===== config.mk =====
export PLATFORM = sky130hd
export DESIGN_NAME = pcs_core
export DESIGN_NICKNAME = d
export VERILOG_FILES = /design/src/rtl/pcs_pkg.sv /design/src/rtl/pcs_core.sv
export VERILOG_INCLUDE_DIRS = /design/src /design/src/rtl
export SDC_FILE = /design/constraint.sdc
export NUM_CORES = 2
export LEC_CHECK = 0
export BUFFER_PORTS_ARGS = -buffer_cell sky130_fd_sc_hd__buf_4
export CAP_MARGIN = 20
export CORE_ASPECT_RATIO = 1.2
export CORE_MARGIN = 5
export CORE_UTILIZATION = 60
export CTS_CLUSTER_SIZE = 10
export DETAILED_ROUTE_END_ITERATION = 16
export PLACE_DENSITY = 0.76
export SLEW_MARGIN = 10
export SYNTH_ARGS = -nofsm -noshare
export SYNTH_HDL_FRONTEND = slang
export SYNTH_MEMORY_MAX_BITS = 65536
export SYNTH_SLANG_ARGS = --single-unit

===== constraint.sdc =====
create_clock -name mclk -period 8 [get_ports mclk]
set_input_delay 1.6 -clock mclk [delete_from_list [all_inputs] [get_ports mclk]]
set_output_delay 1.6 -clock mclk [all_outputs]
set_load 0.02 [all_outputs]

===== src/rtl/pcs_consts.svh =====
// offsets, field positions, reset values and sizes of the program counter and call stack
`ifndef PCS_CONSTS_SVH
`define PCS_CONSTS_SVH
`define PCS_OFF_STACK_TOP_HIGH 8'h16
`define PCS_OFF_STACK_TOP_LOW 8'h17
`define PCS_OFF_STACK_CTRL 8'h18
`define PCS_OFF_PC_HIGH_LATCH 8'h1A
`define PCS_OFF_PC_LOW_BYTE 8'h1B
`define PCS_OFF_POWER_STATUS 8'h2C
`define PCS_OFF_PROG_CTRL 8'h30
`define PCS_OFF_PROG_ADDR_LOW 8'h31
`define PCS_OFF_PROG_ADDR_HIGH 8'h32
`define PCS_OFF_PROG_DATA_LOW 8'h33
`define PCS_OFF_PROG_DATA_HIGH 8'h34
`define PCS_BIT_FULL 7
`define PCS_BIT_UNDER 6
`define PCS_BIT_OVER 5
`define PCS_BIT_STKERR 2
`define PCS_BIT_PROTECT 0
`define PCS_BIT_PROG_WRITE 1
`define PCS_RST_BYTE 8'h00
`define PCS_RST_PC 14'h0000
`define PCS_RST_LEVEL 5'h00
`define PCS_MAX_LEVEL 5'h10
`define PCS_BLANK_WORD 16'hFFFF
`define PCS_PROG_WORDS 256
`endif


===== src/rtl/pcs_pkg.sv =====
// types shared by the program counter and call stack
package pcs_pkg;
  typedef logic [13:0] pcs_addr_type;
  typedef logic [4:0] pcs_level_type;
  typedef enum logic [1:0] {
    PCS_OP_NONE,
    PCS_OP_PUSH,
    PCS_OP_RETURN,
    PCS_OP_POP
  } pcs_op_type;
endpackage


===== src/rtl/pcs_core.sv =====
// program counter, return-address stack and their wishbone register file
//
// Behaviour
// RQ1: blank program words read all ones; programmed words read back as written.
// RQ2: with protection selected every program memory read returns zero.
// RQ3: program counter is 14 bits: 6-bit upper shadow plus 8-bit low byte.
// RQ4: upper shadow is reached only through the 6-bit high latch register.
// RQ5: reading the low byte captures the upper bits into the high latch.
// RQ6: writing the low byte loads latch plus written byte into the counter.
// RQ7: call or interrupt increments the level and stores the counter on top.
// RQ8: return loads the counter from top, then the level decrements.
// RQ9: top-of-stack bytes are readable at any time in any order.
// RQ10: pop discards the top entry, decrements level, counter untouched.
// RQ11: pop at level zero flags nothing and keeps level at zero.
// RQ12: reaching full sets the full flag; counter unaffected.
// RQ13: underflow sets its flag, zeroes counter and level.
// RQ14: overflow sets its flag; top layer is overwritten with the newest value.
// RQ15: with error reset enabled, stack errors reset the core and set error flag.
// RQ16: error reset enable is a strap, invisible to software.
// RQ17: 5-bit level spans zero to sixteen; level zero shows top as zero.
// RQ18: error flag reads one after a stack error reset, else zero.
// RQ19: software should clear flags after a combined overflow and underflow.
// RQ20: program space is up to twenty address bits; this part implements fewer.
// RQ21: stack flags stay set until software clears them or a reset.
//
// register map, one byte per word, data in the low lane:
//   0x16 stack top high: bits 5:0 upper part of the entry at the current level
//   0x17 stack top low: bits 7:0 lower part of the entry at the current level
//   0x18 stack control: bit7 full, bit6 underflow, bit5 overflow, bits 4:0 level
//   0x1A pc high latch: bits 5:0, loaded by software or by a low-byte read
//   0x1B pc low byte: read gives pc[7:0], write loads the whole counter
//   0x2C power status: bit2 stack error reset flag, other bits read zero
//   0x30 program control: bit0 protect (sticky), bit1 program strobe
//   0x31 program address, 0x33 / 0x34 program data low / high
//
// bus timing, classic single cycle with one wait state:
//   taking edge: request seen with no ack pending; read data and the latch
//   capture of a low-byte read happen here
//   answer edge: ack (or err) is high; a write takes effect only here, so a
//   master that aborts before ack leaves no trace in the registers
//   ack drops by itself one cycle later; the master must drop cyc and stb
//
// stack behaviour and limits:
//   level 0 is the empty stack, layers 1 to 16 hold return addresses
//   a push at level 15 reaches full; a push at 16 overflows and rewrites 16
//   a pop at level 0 is silently ignored, a return at level 0 underflows
//   the error reset is a one-cycle internal pulse; the power status flag
//   survives it so software can tell why the core restarted
//   clk_en low freezes the counter and the stack, and holds ack and err low
//
// Local design decision: the Wishbone register port.
`include "pcs_consts.svh"
`timescale 1ns/10ps
`default_nettype none
module pcs_core (
  input wire logic mclk,
  input wire logic reset,
  input wire logic clk_en,
  input wire logic error_reset_strap,
  input wire pcs_pkg::pcs_op_type stack_op,
  input wire logic pc_advance,
  input wire logic [31:0] wb_adr_i,
  input wire logic [31:0] wb_dat_i,
  output logic [31:0] wb_dat_o,
  input wire logic wb_we_i,
  input wire logic [3:0] wb_sel_i,
  input wire logic wb_cyc_i,
  input wire logic wb_stb_i,
  output logic wb_ack_o,
  output logic wb_err_o,
  output logic [13:0] pc_out,
  output logic [15:0] prog_word,
  output logic stack_error_reset
);
  import pcs_pkg::*;

  pcs_addr_type pc_r;
  logic [5:0] pc_high_latch_r;
  pcs_level_type level_r;
  pcs_addr_type layer_r [1:16];
  logic full_r, over_r, under_r, stkerr_r, enable_r, core_rst_r, ack_r;
  logic protect_r;
  logic [7:0] prog_addr_r;
  logic [15:0] prog_data_r;
  logic [15:0] prog_mem [0:`PCS_PROG_WORDS-1];
  logic [`PCS_PROG_WORDS-1:0] programmed_r;
  logic [15:0] prog_word_nxt;
  pcs_addr_type top_view;
  logic [7:0] reg_addr, wbyte, rbyte;
  logic acc, rd_stb, wr_stb, mapped;
  logic push_ev, ret_ev, pop_ev, over_ev, under_ev, full_ev;
  logic soft_rst;

  // window check: registers live below byte address 0x400 only
  // used by the read strobe and both answer outputs, so kept in one place
  function automatic logic addr_ok(input logic [31:0] adr);
    addr_ok = adr[31:10] == 22'h000000;
  endfunction

  // word decode: registers sit at four times their index, low lane holds data
  assign reg_addr = wb_adr_i[9:2];
  assign acc = wb_cyc_i && wb_stb_i && !ack_r;
  assign wbyte = wb_dat_i[7:0];
  always_comb begin
    unique case (reg_addr)
      `PCS_OFF_STACK_TOP_HIGH, `PCS_OFF_STACK_TOP_LOW, `PCS_OFF_STACK_CTRL,
      `PCS_OFF_PC_HIGH_LATCH, `PCS_OFF_PC_LOW_BYTE, `PCS_OFF_POWER_STATUS,
      `PCS_OFF_PROG_CTRL, `PCS_OFF_PROG_ADDR_LOW, `PCS_OFF_PROG_ADDR_HIGH,
      `PCS_OFF_PROG_DATA_LOW, `PCS_OFF_PROG_DATA_HIGH: mapped = 1'b1;
      default: mapped = 1'b0;
    endcase
  end
  // upper address bits must be zero, otherwise unmapped
  assign rd_stb = clk_en && acc && !wb_we_i && mapped && addr_ok(wb_adr_i);
  // a write lands on the edge at which the master sees ack, not when taken;
  // ack only rises for a mapped address, and the master holds it until then
  assign wr_stb = clk_en && wb_cyc_i && wb_stb_i && wb_we_i && wb_ack_o && wb_sel_i[0];

  // level zero shows an empty top [RQ17] [RQ9]
  assign top_view = (level_r == `PCS_RST_LEVEL) ? `PCS_RST_PC : layer_r[level_r];

  // stack events from the sequencer
  assign push_ev = clk_en && stack_op == PCS_OP_PUSH;
  assign ret_ev = clk_en && stack_op == PCS_OP_RETURN;
  assign pop_ev = clk_en && stack_op == PCS_OP_POP;
  assign full_ev = push_ev && level_r == `PCS_MAX_LEVEL - 5'h01; // [RQ12]
  assign over_ev = push_ev && level_r == `PCS_MAX_LEVEL; // [RQ14]
  assign under_ev = ret_ev && level_r == `PCS_RST_LEVEL; // [RQ13] pop excluded [RQ11]
  assign soft_rst = reset || core_rst_r;

  // strap sampled on every enabled clock after power-on reset, never by software [RQ16]
  always_ff @(posedge mclk) begin
    if (reset) begin
      enable_r <= 1'b0;
    end else if (clk_en) begin
      enable_r <= error_reset_strap;
    end
  end

  // one-cycle core reset pulse on a stack error when enabled [RQ15]
  always_ff @(posedge mclk) begin
    if (reset) begin
      core_rst_r <= 1'b0;
    end else if (clk_en) begin
      core_rst_r <= enable_r && (over_ev || under_ev);
    end
  end
  assign stack_error_reset = core_rst_r;

  // error flag survives the core reset it causes; only power reset or write clears [RQ18]
  always_ff @(posedge mclk) begin
    if (reset) begin
      stkerr_r <= 1'b0;
    end else if (core_rst_r) begin
      stkerr_r <= 1'b1; // [RQ15]
    end else if (wr_stb && reg_addr == `PCS_OFF_POWER_STATUS) begin
      stkerr_r <= wbyte[`PCS_BIT_STKERR];
    end
  end

  // stack level pointer
  always_ff @(posedge mclk) begin
    if (soft_rst) begin
      level_r <= `PCS_RST_LEVEL;
    end else if (push_ev && !over_ev) begin
      level_r <= level_r + 5'h01; // [RQ7]
    end else if ((ret_ev || pop_ev) && level_r != `PCS_RST_LEVEL) begin
      level_r <= level_r - 5'h01; // [RQ8] [RQ10] [RQ11]
    end else if (under_ev) begin
      level_r <= `PCS_RST_LEVEL; // [RQ13]
    end
  end

  // stack layers; overflow rewrites the top layer [RQ14]
  always_ff @(posedge mclk) begin
    if (push_ev && !soft_rst) begin
      layer_r[over_ev ? `PCS_MAX_LEVEL : level_r + 5'h01] <= pc_r; // [RQ7]
    end else if (!soft_rst && wr_stb && level_r != `PCS_RST_LEVEL) begin
      if (reg_addr == `PCS_OFF_STACK_TOP_LOW) begin
        layer_r[level_r][7:0] <= wbyte;
      end else if (reg_addr == `PCS_OFF_STACK_TOP_HIGH) begin
        layer_r[level_r][13:8] <= wbyte[5:0];
      end
    end
  end

  // sticky flags, set wins over a software clear [RQ21]
  always_ff @(posedge mclk) begin
    if (soft_rst) begin
      full_r <= 1'b0; // flags read zero after the error reset [RQ15]
      over_r <= 1'b0;
      under_r <= 1'b0;
    end else begin
      if (wr_stb && reg_addr == `PCS_OFF_STACK_CTRL) begin
        full_r <= wbyte[`PCS_BIT_FULL] | full_ev;
        over_r <= wbyte[`PCS_BIT_OVER] | over_ev;
        under_r <= wbyte[`PCS_BIT_UNDER] | under_ev;
      end else begin
        full_r <= full_r | full_ev; // [RQ12]
        over_r <= over_r | over_ev; // [RQ14]
        under_r <= under_r | under_ev; // [RQ13]
      end
    end
  end

  // high latch: captured on a low-byte read, or written by software [RQ4] [RQ5]
  always_ff @(posedge mclk) begin
    if (soft_rst) begin
      pc_high_latch_r <= 6'h00;
    end else if (rd_stb && reg_addr == `PCS_OFF_PC_LOW_BYTE) begin
      pc_high_latch_r <= pc_r[13:8]; // [RQ5]
    end else if (wr_stb && reg_addr == `PCS_OFF_PC_HIGH_LATCH) begin
      pc_high_latch_r <= wbyte[5:0]; // [RQ6]
    end
  end

  // program counter; stack returns beat the sequencer's advance [RQ3]
  always_ff @(posedge mclk) begin
    if (soft_rst) begin
      pc_r <= `PCS_RST_PC;
    end else if (under_ev) begin
      pc_r <= `PCS_RST_PC; // [RQ13]
    end else if (ret_ev) begin
      pc_r <= top_view; // [RQ8]
    end else if (wr_stb && reg_addr == `PCS_OFF_PC_LOW_BYTE) begin
      pc_r <= {pc_high_latch_r, wbyte}; // [RQ6] [RQ4]
    end else if (clk_en && pc_advance) begin
      pc_r <= pc_r + 14'h0001; // full and overflow leave it alone [RQ12] [RQ14]
    end
  end
  assign pc_out = pc_r;

  // program memory window: address, data, protection [RQ20]
  always_ff @(posedge mclk) begin
    if (reset) begin
      protect_r <= 1'b0;
      prog_addr_r <= `PCS_RST_BYTE;
      prog_data_r <= 16'h0000;
    end else if (wr_stb) begin
      if (reg_addr == `PCS_OFF_PROG_CTRL) begin
        protect_r <= protect_r | wbyte[`PCS_BIT_PROTECT]; // one-way, like a fuse
      end
      if (reg_addr == `PCS_OFF_PROG_ADDR_LOW) begin
        prog_addr_r <= wbyte;
      end
      if (reg_addr == `PCS_OFF_PROG_DATA_LOW) begin
        prog_data_r[7:0] <= wbyte;
      end
      if (reg_addr == `PCS_OFF_PROG_DATA_HIGH) begin
        prog_data_r[15:8] <= wbyte;
      end
    end
  end

  // programming strobe: cells rewritable until protected, blank marks kept per word [RQ1]
  always_ff @(posedge mclk) begin
    if (reset) begin
      programmed_r <= '0;
    end else if (wr_stb && reg_addr == `PCS_OFF_PROG_CTRL && wbyte[`PCS_BIT_PROG_WRITE]
        && !protect_r) begin
      programmed_r[prog_addr_r] <= 1'b1;
    end
  end
  always_ff @(posedge mclk) begin
    if (wr_stb && reg_addr == `PCS_OFF_PROG_CTRL && wbyte[`PCS_BIT_PROG_WRITE]
        && !protect_r) begin
      prog_mem[prog_addr_r] <= prog_data_r;
    end
  end

  // fetch word at the counter, registered
  always_comb begin
    if (protect_r) begin
      prog_word_nxt = 16'h0000; // [RQ2]
    end else if (!programmed_r[pc_r[7:0]]) begin
      prog_word_nxt = `PCS_BLANK_WORD; // [RQ1]
    end else begin
      prog_word_nxt = prog_mem[pc_r[7:0]];
    end
  end
  always_ff @(posedge mclk) begin
    if (reset) begin
      prog_word <= 16'h0000;
    end else if (clk_en) begin
      prog_word <= prog_word_nxt;
    end
  end

  // read mux; reserved bits read zero
  always_comb begin
    rbyte = `PCS_RST_BYTE;
    unique case (reg_addr)
      `PCS_OFF_STACK_TOP_HIGH: rbyte = {2'b00, top_view[13:8]}; // [RQ9]
      `PCS_OFF_STACK_TOP_LOW: rbyte = top_view[7:0];
      `PCS_OFF_STACK_CTRL: rbyte = {full_r, under_r, over_r, level_r};
      `PCS_OFF_PC_HIGH_LATCH: rbyte = {2'b00, pc_high_latch_r};
      `PCS_OFF_PC_LOW_BYTE: rbyte = pc_r[7:0];
      `PCS_OFF_POWER_STATUS: rbyte = {5'h00, stkerr_r, 2'b00}; // [RQ18]
      `PCS_OFF_PROG_CTRL: rbyte = {7'h00, protect_r};
      `PCS_OFF_PROG_ADDR_LOW: rbyte = prog_addr_r;
      `PCS_OFF_PROG_DATA_LOW: rbyte = protect_r ? 8'h00 : prog_data_r[7:0];
      `PCS_OFF_PROG_DATA_HIGH: rbyte = protect_r ? 8'h00 : prog_data_r[15:8];
      default: rbyte = `PCS_RST_BYTE;
    endcase
  end

  // one-wait-state slave: ack or err one cycle after the strobe, data registered
  always_ff @(posedge mclk) begin
    if (reset) begin
      ack_r <= 1'b0;
      wb_ack_o <= 1'b0;
      wb_err_o <= 1'b0;
      wb_dat_o <= 32'h0000_0000;
    end else if (clk_en) begin
      ack_r <= acc;
      wb_ack_o <= acc && mapped && addr_ok(wb_adr_i);
      wb_err_o <= acc && !(mapped && addr_ok(wb_adr_i));
      wb_dat_o <= (acc && !wb_we_i) ? {24'h000000, rbyte} : 32'h0000_0000;
    end else begin
      ack_r <= 1'b0;
      wb_ack_o <= 1'b0;
      wb_err_o <= 1'b0;
    end
  end

endmodule
`default_nettype wire


**Yosys cells after proc, flatten, opt, wreduce, memory -nomap -nowiden**

Memory sizes are Yosys's and may differ from the RTL's. A register that Yosys moved wholly into a read port is not among the register bits.
Index checks and enable logic that the tools add are counted.

- Memory bits (writable): 4320
- Memories: 2
- Register bits after elaboration: 363
- Bits of input ports: 78

Memories:

| memory | depth | bits a word | rd ports | clocked after memory_dff | wr ports | line | text |
|---|---|---|---|---|---|---|---|
| prog_mem | 256 | 16 | 1 | 1 | 1 | pcs_core.sv:85 | `` logic [15:0] prog_mem [0:`PCS_PROG_WORDS-1]; `` |
| layer_r | 16 | 14 | 1 | 1 | 1 | pcs_core.sv:80 | `pcs_addr_type layer_r [1:16];` |

- $add $sub $neg: 3
- Order comparisons: 3
- Muxes and demuxes: 46
- Bitwise operators: 9
- Reductions and logical operators: 62
- Equality and inequality tests: 16

Operators with widths:

| cell | number |
|---|---|
| 256-bit OR | 1 |
| 8-bit case mux with 10 select lines | 1 |
| 14-bit 2-to-1 mux | 5 |
| 8-bit by 6-bit equality test with 1-bit output, second input constant | 6 |
| 8-bit by 5-bit equality test with 1-bit output, second input constant | 5 |
| 8-bit 2-to-1 mux | 5 |
| 1-bit logical AND | 38 |
| 5-bit 2-to-1 mux | 7 |
| 16-bit 2-to-1 mux | 2 |
| 22-bit logical NOT | 1 |
| 1-bit 2-to-1 mux | 21 |
| 8-bit by 9-bit < comparator with 1-bit output, second input constant | 2 |
| 14-bit by 1-bit adder with 14-bit output, second input constant | 1 |
| 14-bit OR reduction | 1 |
| 6-bit 2-to-1 mux | 2 |
| 11-bit OR reduction | 1 |
| 1-bit binary-select mux with 8-bit select | 1 |
| 1-bit demux with 8-bit select | 1 |
| 8-bit by 1-bit >= comparator with 1-bit output, second input constant | 1 |
| 2-bit AND reduction | 4 |
| 1-bit OR | 7 |
| 1-bit logical NOT | 6 |
| 3-bit nonzero test | 2 |
| 5-bit by 1-bit adder with 5-bit output, second input constant | 1 |
| 12 further kinds | 17 |

**Logic depth before layout (Yosys ltp)**

- Depth in word-level cells: 12
- Gate-level depth with buffers: 13
- Mapped depth without buffers: 9

**Worst setup path before layout**

Ideal clock, no wire load.

- Path kind: input-to-reg
- Start: input port wb_adr_i[9]
- End: memory prog_mem[208][0], enable pin
- Required time: 7.612 ns
- Setup time: 0.388 ns
- Setup slack: 3.481 ns
- Arrival: 4.130 ns
- Stages: 7
- Cells stage by stage: nor4b_4 nand3b_2 or4_4 nor3_4 nand3_1 clkbuf_1 nor2_1

- Word-level cells in the longest chain between the ends: 6

Ends and longest elaborated chain:

| what | line | text |
|---|---|---|
| start: declaration | pcs_core.sv:62 | `input wire logic [31:0] wb_adr_i,` |
| 8-bit by 6-bit equality test with 1-bit output | -- |  |
| 1-bit logical AND (no line) | -- |  |
| 1-bit logical AND (2 in series) | pcs_core.sv:265 | `` if (wr_stb && reg_addr == `PCS_OFF_PROG_CTRL && wbyte[`PCS_BIT_PROG_WRITE] `` |
| 1-bit 2-to-1 mux | pcs_core.sv:265 |  |
| 1-bit 2-to-1 mux (not written as such) | pcs_core.sv:267 | `prog_mem[prog_addr_r] <= prog_data_r;` |
| end: declaration | pcs_core.sv:85 |  |

Every way passes these cells.

==> results.md <==
Clock network:
- TritonCTS built the clock tree.
- For this design, the CTS-stage hold fixing added 0 buffers.
- The post-CTS resize count is 0.
- The buffer depth of the longest clock path is 4.
- The CTS sink count is 4,671.
- The deepest level of the CTS H-tree is 6.
- In this run, CTS created clock tree buffers numbering 543.
- In this run the post-CTS setup repair buffer count came out at 0.
- In this run the clock root is driven by a clkbuf_16.
- Clock-pin slew was measured on the worst setup and hold paths at 50 ps.
- The worst-skew pair later-pin latency is 910 ps.

Logic synthesis:
- The sequential cell area fraction in the yosys report is 75.3%.
- By area the synthesized netlist is led by edfxtp_1, mux4_2, mux2i_1.
- Summed over its instances, the top area cell type makes up 71.5% of the synthesized netlist area.
- The number of synthesis warnings is 0.
- The post-synthesis simple-gate area fraction is 3.32%.
- For this run, the leading register cell type out of synthesis is edfxtp_1.
- The count of cell types in the netlist is 72.
- The cell type with the highest aggregate area in the netlist is edfxtp_1.
- The synthesized netlist devotes 0.0345% of its cell area to adder and majority cells.
- Averaged over all synthesized cells, the footprint is 18.4 um^2.
- The main combinational cell family by area after synthesis is multiplexers.
- The synthesis-stage register bit count is 4,671.
- The cell count after synthesis came out at 9,841.
- The compound-gate portion of the synthesized area is 4.75%.
- Yosys mapped a number of flops with a built-in enable equal to 4,320.
- The fraction of registers with async set or reset after synthesis is 0%.
- Summing every instance area after synthesis gives 182,000 um^2.
- Multiplexer cells account for 14.6% of the synthesized area.
- Of the total synthesized cell area, the portion taken by XOR and XNOR cells is 0.0676%.

Final layout:
- After the flow finishes, the layout carries non-filler instances totaling 14,400.
- The top cell types in the final layout, fill and taps aside, are edfxtp_1, mux2i_1, nor2_1.
- The most common library cell in the layout ignoring fill and taps is edfxtp_1.
- The area growth from synthesis to layout is 11.7%.
- After filler insertion, the fill cell instance count of the layout stands at 18,600.
- The sequential cells in the finished layout cover a total of 137,000 um^2.
- The net count of the finished layout is 10,400.
- The area of the multi-input gates is 41,600 um^2.
- Cells with a size suffix above 1 make up 18.8% of the layout.

STA:
- Setup violations remaining at the end of the flow were counted as 0.
- Between clock sinks in the finished design, the worst skew comes to 75.3 ps.
- The final sum of negative setup slack is 0 ps.
- For the pin with the worst max-slew slack, the measured transition is 1440 ps.
- The number of hold violations in the final report is 0.
- Timing would allow up to 180 MHz.
- The headroom to the max-slew limit is 3.90%.
- Setup repair after global routing left no endpoint under its margin.
- The post-route minimum period is 5540 ps.
- The final count of pins violating max slew was 0.
- Setup slack closes at 2460 ps.
- The fraction of the cycle the final worst path needs is 69.3%.

Die:
- The full die area is 314,000 um^2.
- Pin placement for this block handled 143 I/O pins.
- The effective utilization at floorplan is 60.2%.
- The core region is 302,000 um^2.
- The die span in y is 613 um.
- The cell row count is 221.
- The die outline width is 512 um.

GRT:
- The via count of the first global-routing pass was 98,700.
- The number of antenna violations at the first check in global routing came to 13.
- After global routing the overflow that remains totals 0.
- Global routing used 29.1% of the available tracks.
- The pin count of the biggest net entering global routing is 218.
- The wire length of the first global-routing pass is 671 mm.

Routing:
- The number of routed nets with antenna violations is 0.
- The routed wire length is 464 mm.
- Before antenna repair, the detailed router went through 6 iterations.
- After detailed routing, the number of remaining DRC violations is 0.
- Detailed routing inserted a total of 98,000 vias.
- The starting DRC count in detailed routing is 13,500.
- Dividing the detail-routed wire length by the instance count gives 32.2 um.
- The ratio of routed vias to standard cells is 6.79.

Worst setup path:
- The worst setup path is captured at a flop.
- For the worst setup path, the data arrival time is 6280 ps.
- The critical path required time is 8740 ps.
- The critical path start-end classification is flop to flop.
- The critical path's slowest cell is a211oi_1.
- The worst-path maximum fanout is 113.
- The critical path goes through buf_12 > mux4_2 > mux2_2 > a2111oi_0 > a211oi_1 > nand4_1 > o311ai_0.
- The worst setup path is launched from a flop.
- For this run, the slowest stage of the critical path takes 1070 ps.

Power:
- The internal power contribution is 39.7 mW.
- Dividing total power by cell area gives a power density of 248 nW/um^2.
- The share of total power dissipated in the clock network is 42.8%.
- The cell leakage power is 72.6 nW.
- In this run switching power makes up 21.0% of total power.
- Combinational logic is responsible for 4.6% of the overall power.
- The worst-case IR drop observed on VDD is 0.251 mV.
- The total power after layout is 50.3 mW.
- Per report_power, the sequential group accounts for 52.6% of the total.
- In this run the power spent charging and discharging nets is 10.6 mW.

Run:
- Across the run, the number of max-cap violations was 0.

Placed design:
- During placement, the flow inserted port buffers numbering 89.
- The HPWL reported at the end of detailed placement is 266 mm.
- After detailed placement, the design holds a cell count of 13,800.
- Routability-driven placement finished with a final weighted congestion of 0.891.
- Before CTS, the worst setup slack after placement is 1800 ps.

Min path:
- The beginning of the worst hold path is ack_r.
- The tightest min-delay check is of the flop to flop type.

Status:
- The run finished with clean final reports.
[final timing paths]
check	endpoint	slack, ps	cells after the start
max	prog_word[1]	2460	7
min	ack_r	430	1
max reg2reg	prog_word[1]	2460	7
min reg2reg	ack_r	430	1
[cells in the mapped netlist (all sizes together), types with 24 or more instances]
cell type  number
o22ai         242
buf           336
o211ai         52
nand4          58
nor2          762
nor2b          28
nand3         103
dfxtp         351
a31oi          30
a21oi         340
edfxtp       4320
or3            24
nand2b         29
mux2i        1076
a2111oi        34
mux4          658
a211oi         51
nand2         180
mux2           74
a22oi         261
and2           29
nor3           58
o21ai         143
a221oi         68
clkbuf        323
[power by group through the flow]
stage                     Combinational [mW]  Clock [mW]  Sequential [mW]
after floorplan                         1.65           0             26.9
after global placement                  2.25           0             27.0
after detailed placement                2.29           0             27.0
after CTS                               2.31        21.7             26.5
after global routing                    2.44        22.7             26.4
final                                   2.33        21.5             26.5
[cell families (layout without fill, tap and decap cells)]
| family | after synthesis | count (layout) |
|---|---|---|
| buffers and inverters | 674 | 1220 |
| xor gates and xnor gates | 14 | 14 |
| AOI/OAI and AO/OA | 1320 | 1320 |
| and+or+nand+nor | 1348 | 1348 |
| muxes | 1808 | 1808 |
| DFF | 4671 | 4671 |
| adders and majority gates | 5 | 5 |
| other | 1 | 31 |
[cell type report]
| type | instances | share of cell area (%) |
|---|---|---|
| clock buffer | 626 | 7.02 |
| inverter | 15 | 0.0290 |
| sequential | 4671 | 67.5 |
| antenna | 7 | 0.00864 |
| clock inverter | 39 | 0.259 |
| tap | 4014 | 2.48 |
| timing repair buffer | 540 | 2.17 |
| multi-input combinational | 4519 | 20.5 |
[flip-flops by register name (all words and copies together), names as in the netlist, 5 cells and up, named ones only]
name             flops
layer_r            224
level_r              5
pc_high_latch_r      6
pc_out              14
prog_addr_r          8
prog_data_r         16
prog_mem          4096
prog_word           16
programmed_r       256
wb_dat_o             8
[per-layer routing]
metal  wire, um  global-route usage, %
met5         38                      0
met4      27000                   14.6
met3      45600                   6.26
met2     229000                   47.8
met1     163000                   37.3
[critical path: cells and delay by family (launching register included)]
family / cells / cell delay [ps]
and+or+nand+nor: 1 / 830
DFF: 1 / 1020
buffers and inverters: 1 / 590
AOI/OAI and AO/OA: 3 / 1960
muxes: 2 / 630
[metrics by stage]
stage	hold slack, ps	util [%]	cell area (um^2)
after floorplan	407	-	182000
after global placement	425	62.3	188000
after detailed placement	421	62.3	188000
after CTS	430	67.2	203000
after global routing	462	67.2	203000
final	435	67.2	203000
Note: power is estimated with default switching activity, not from simulation.
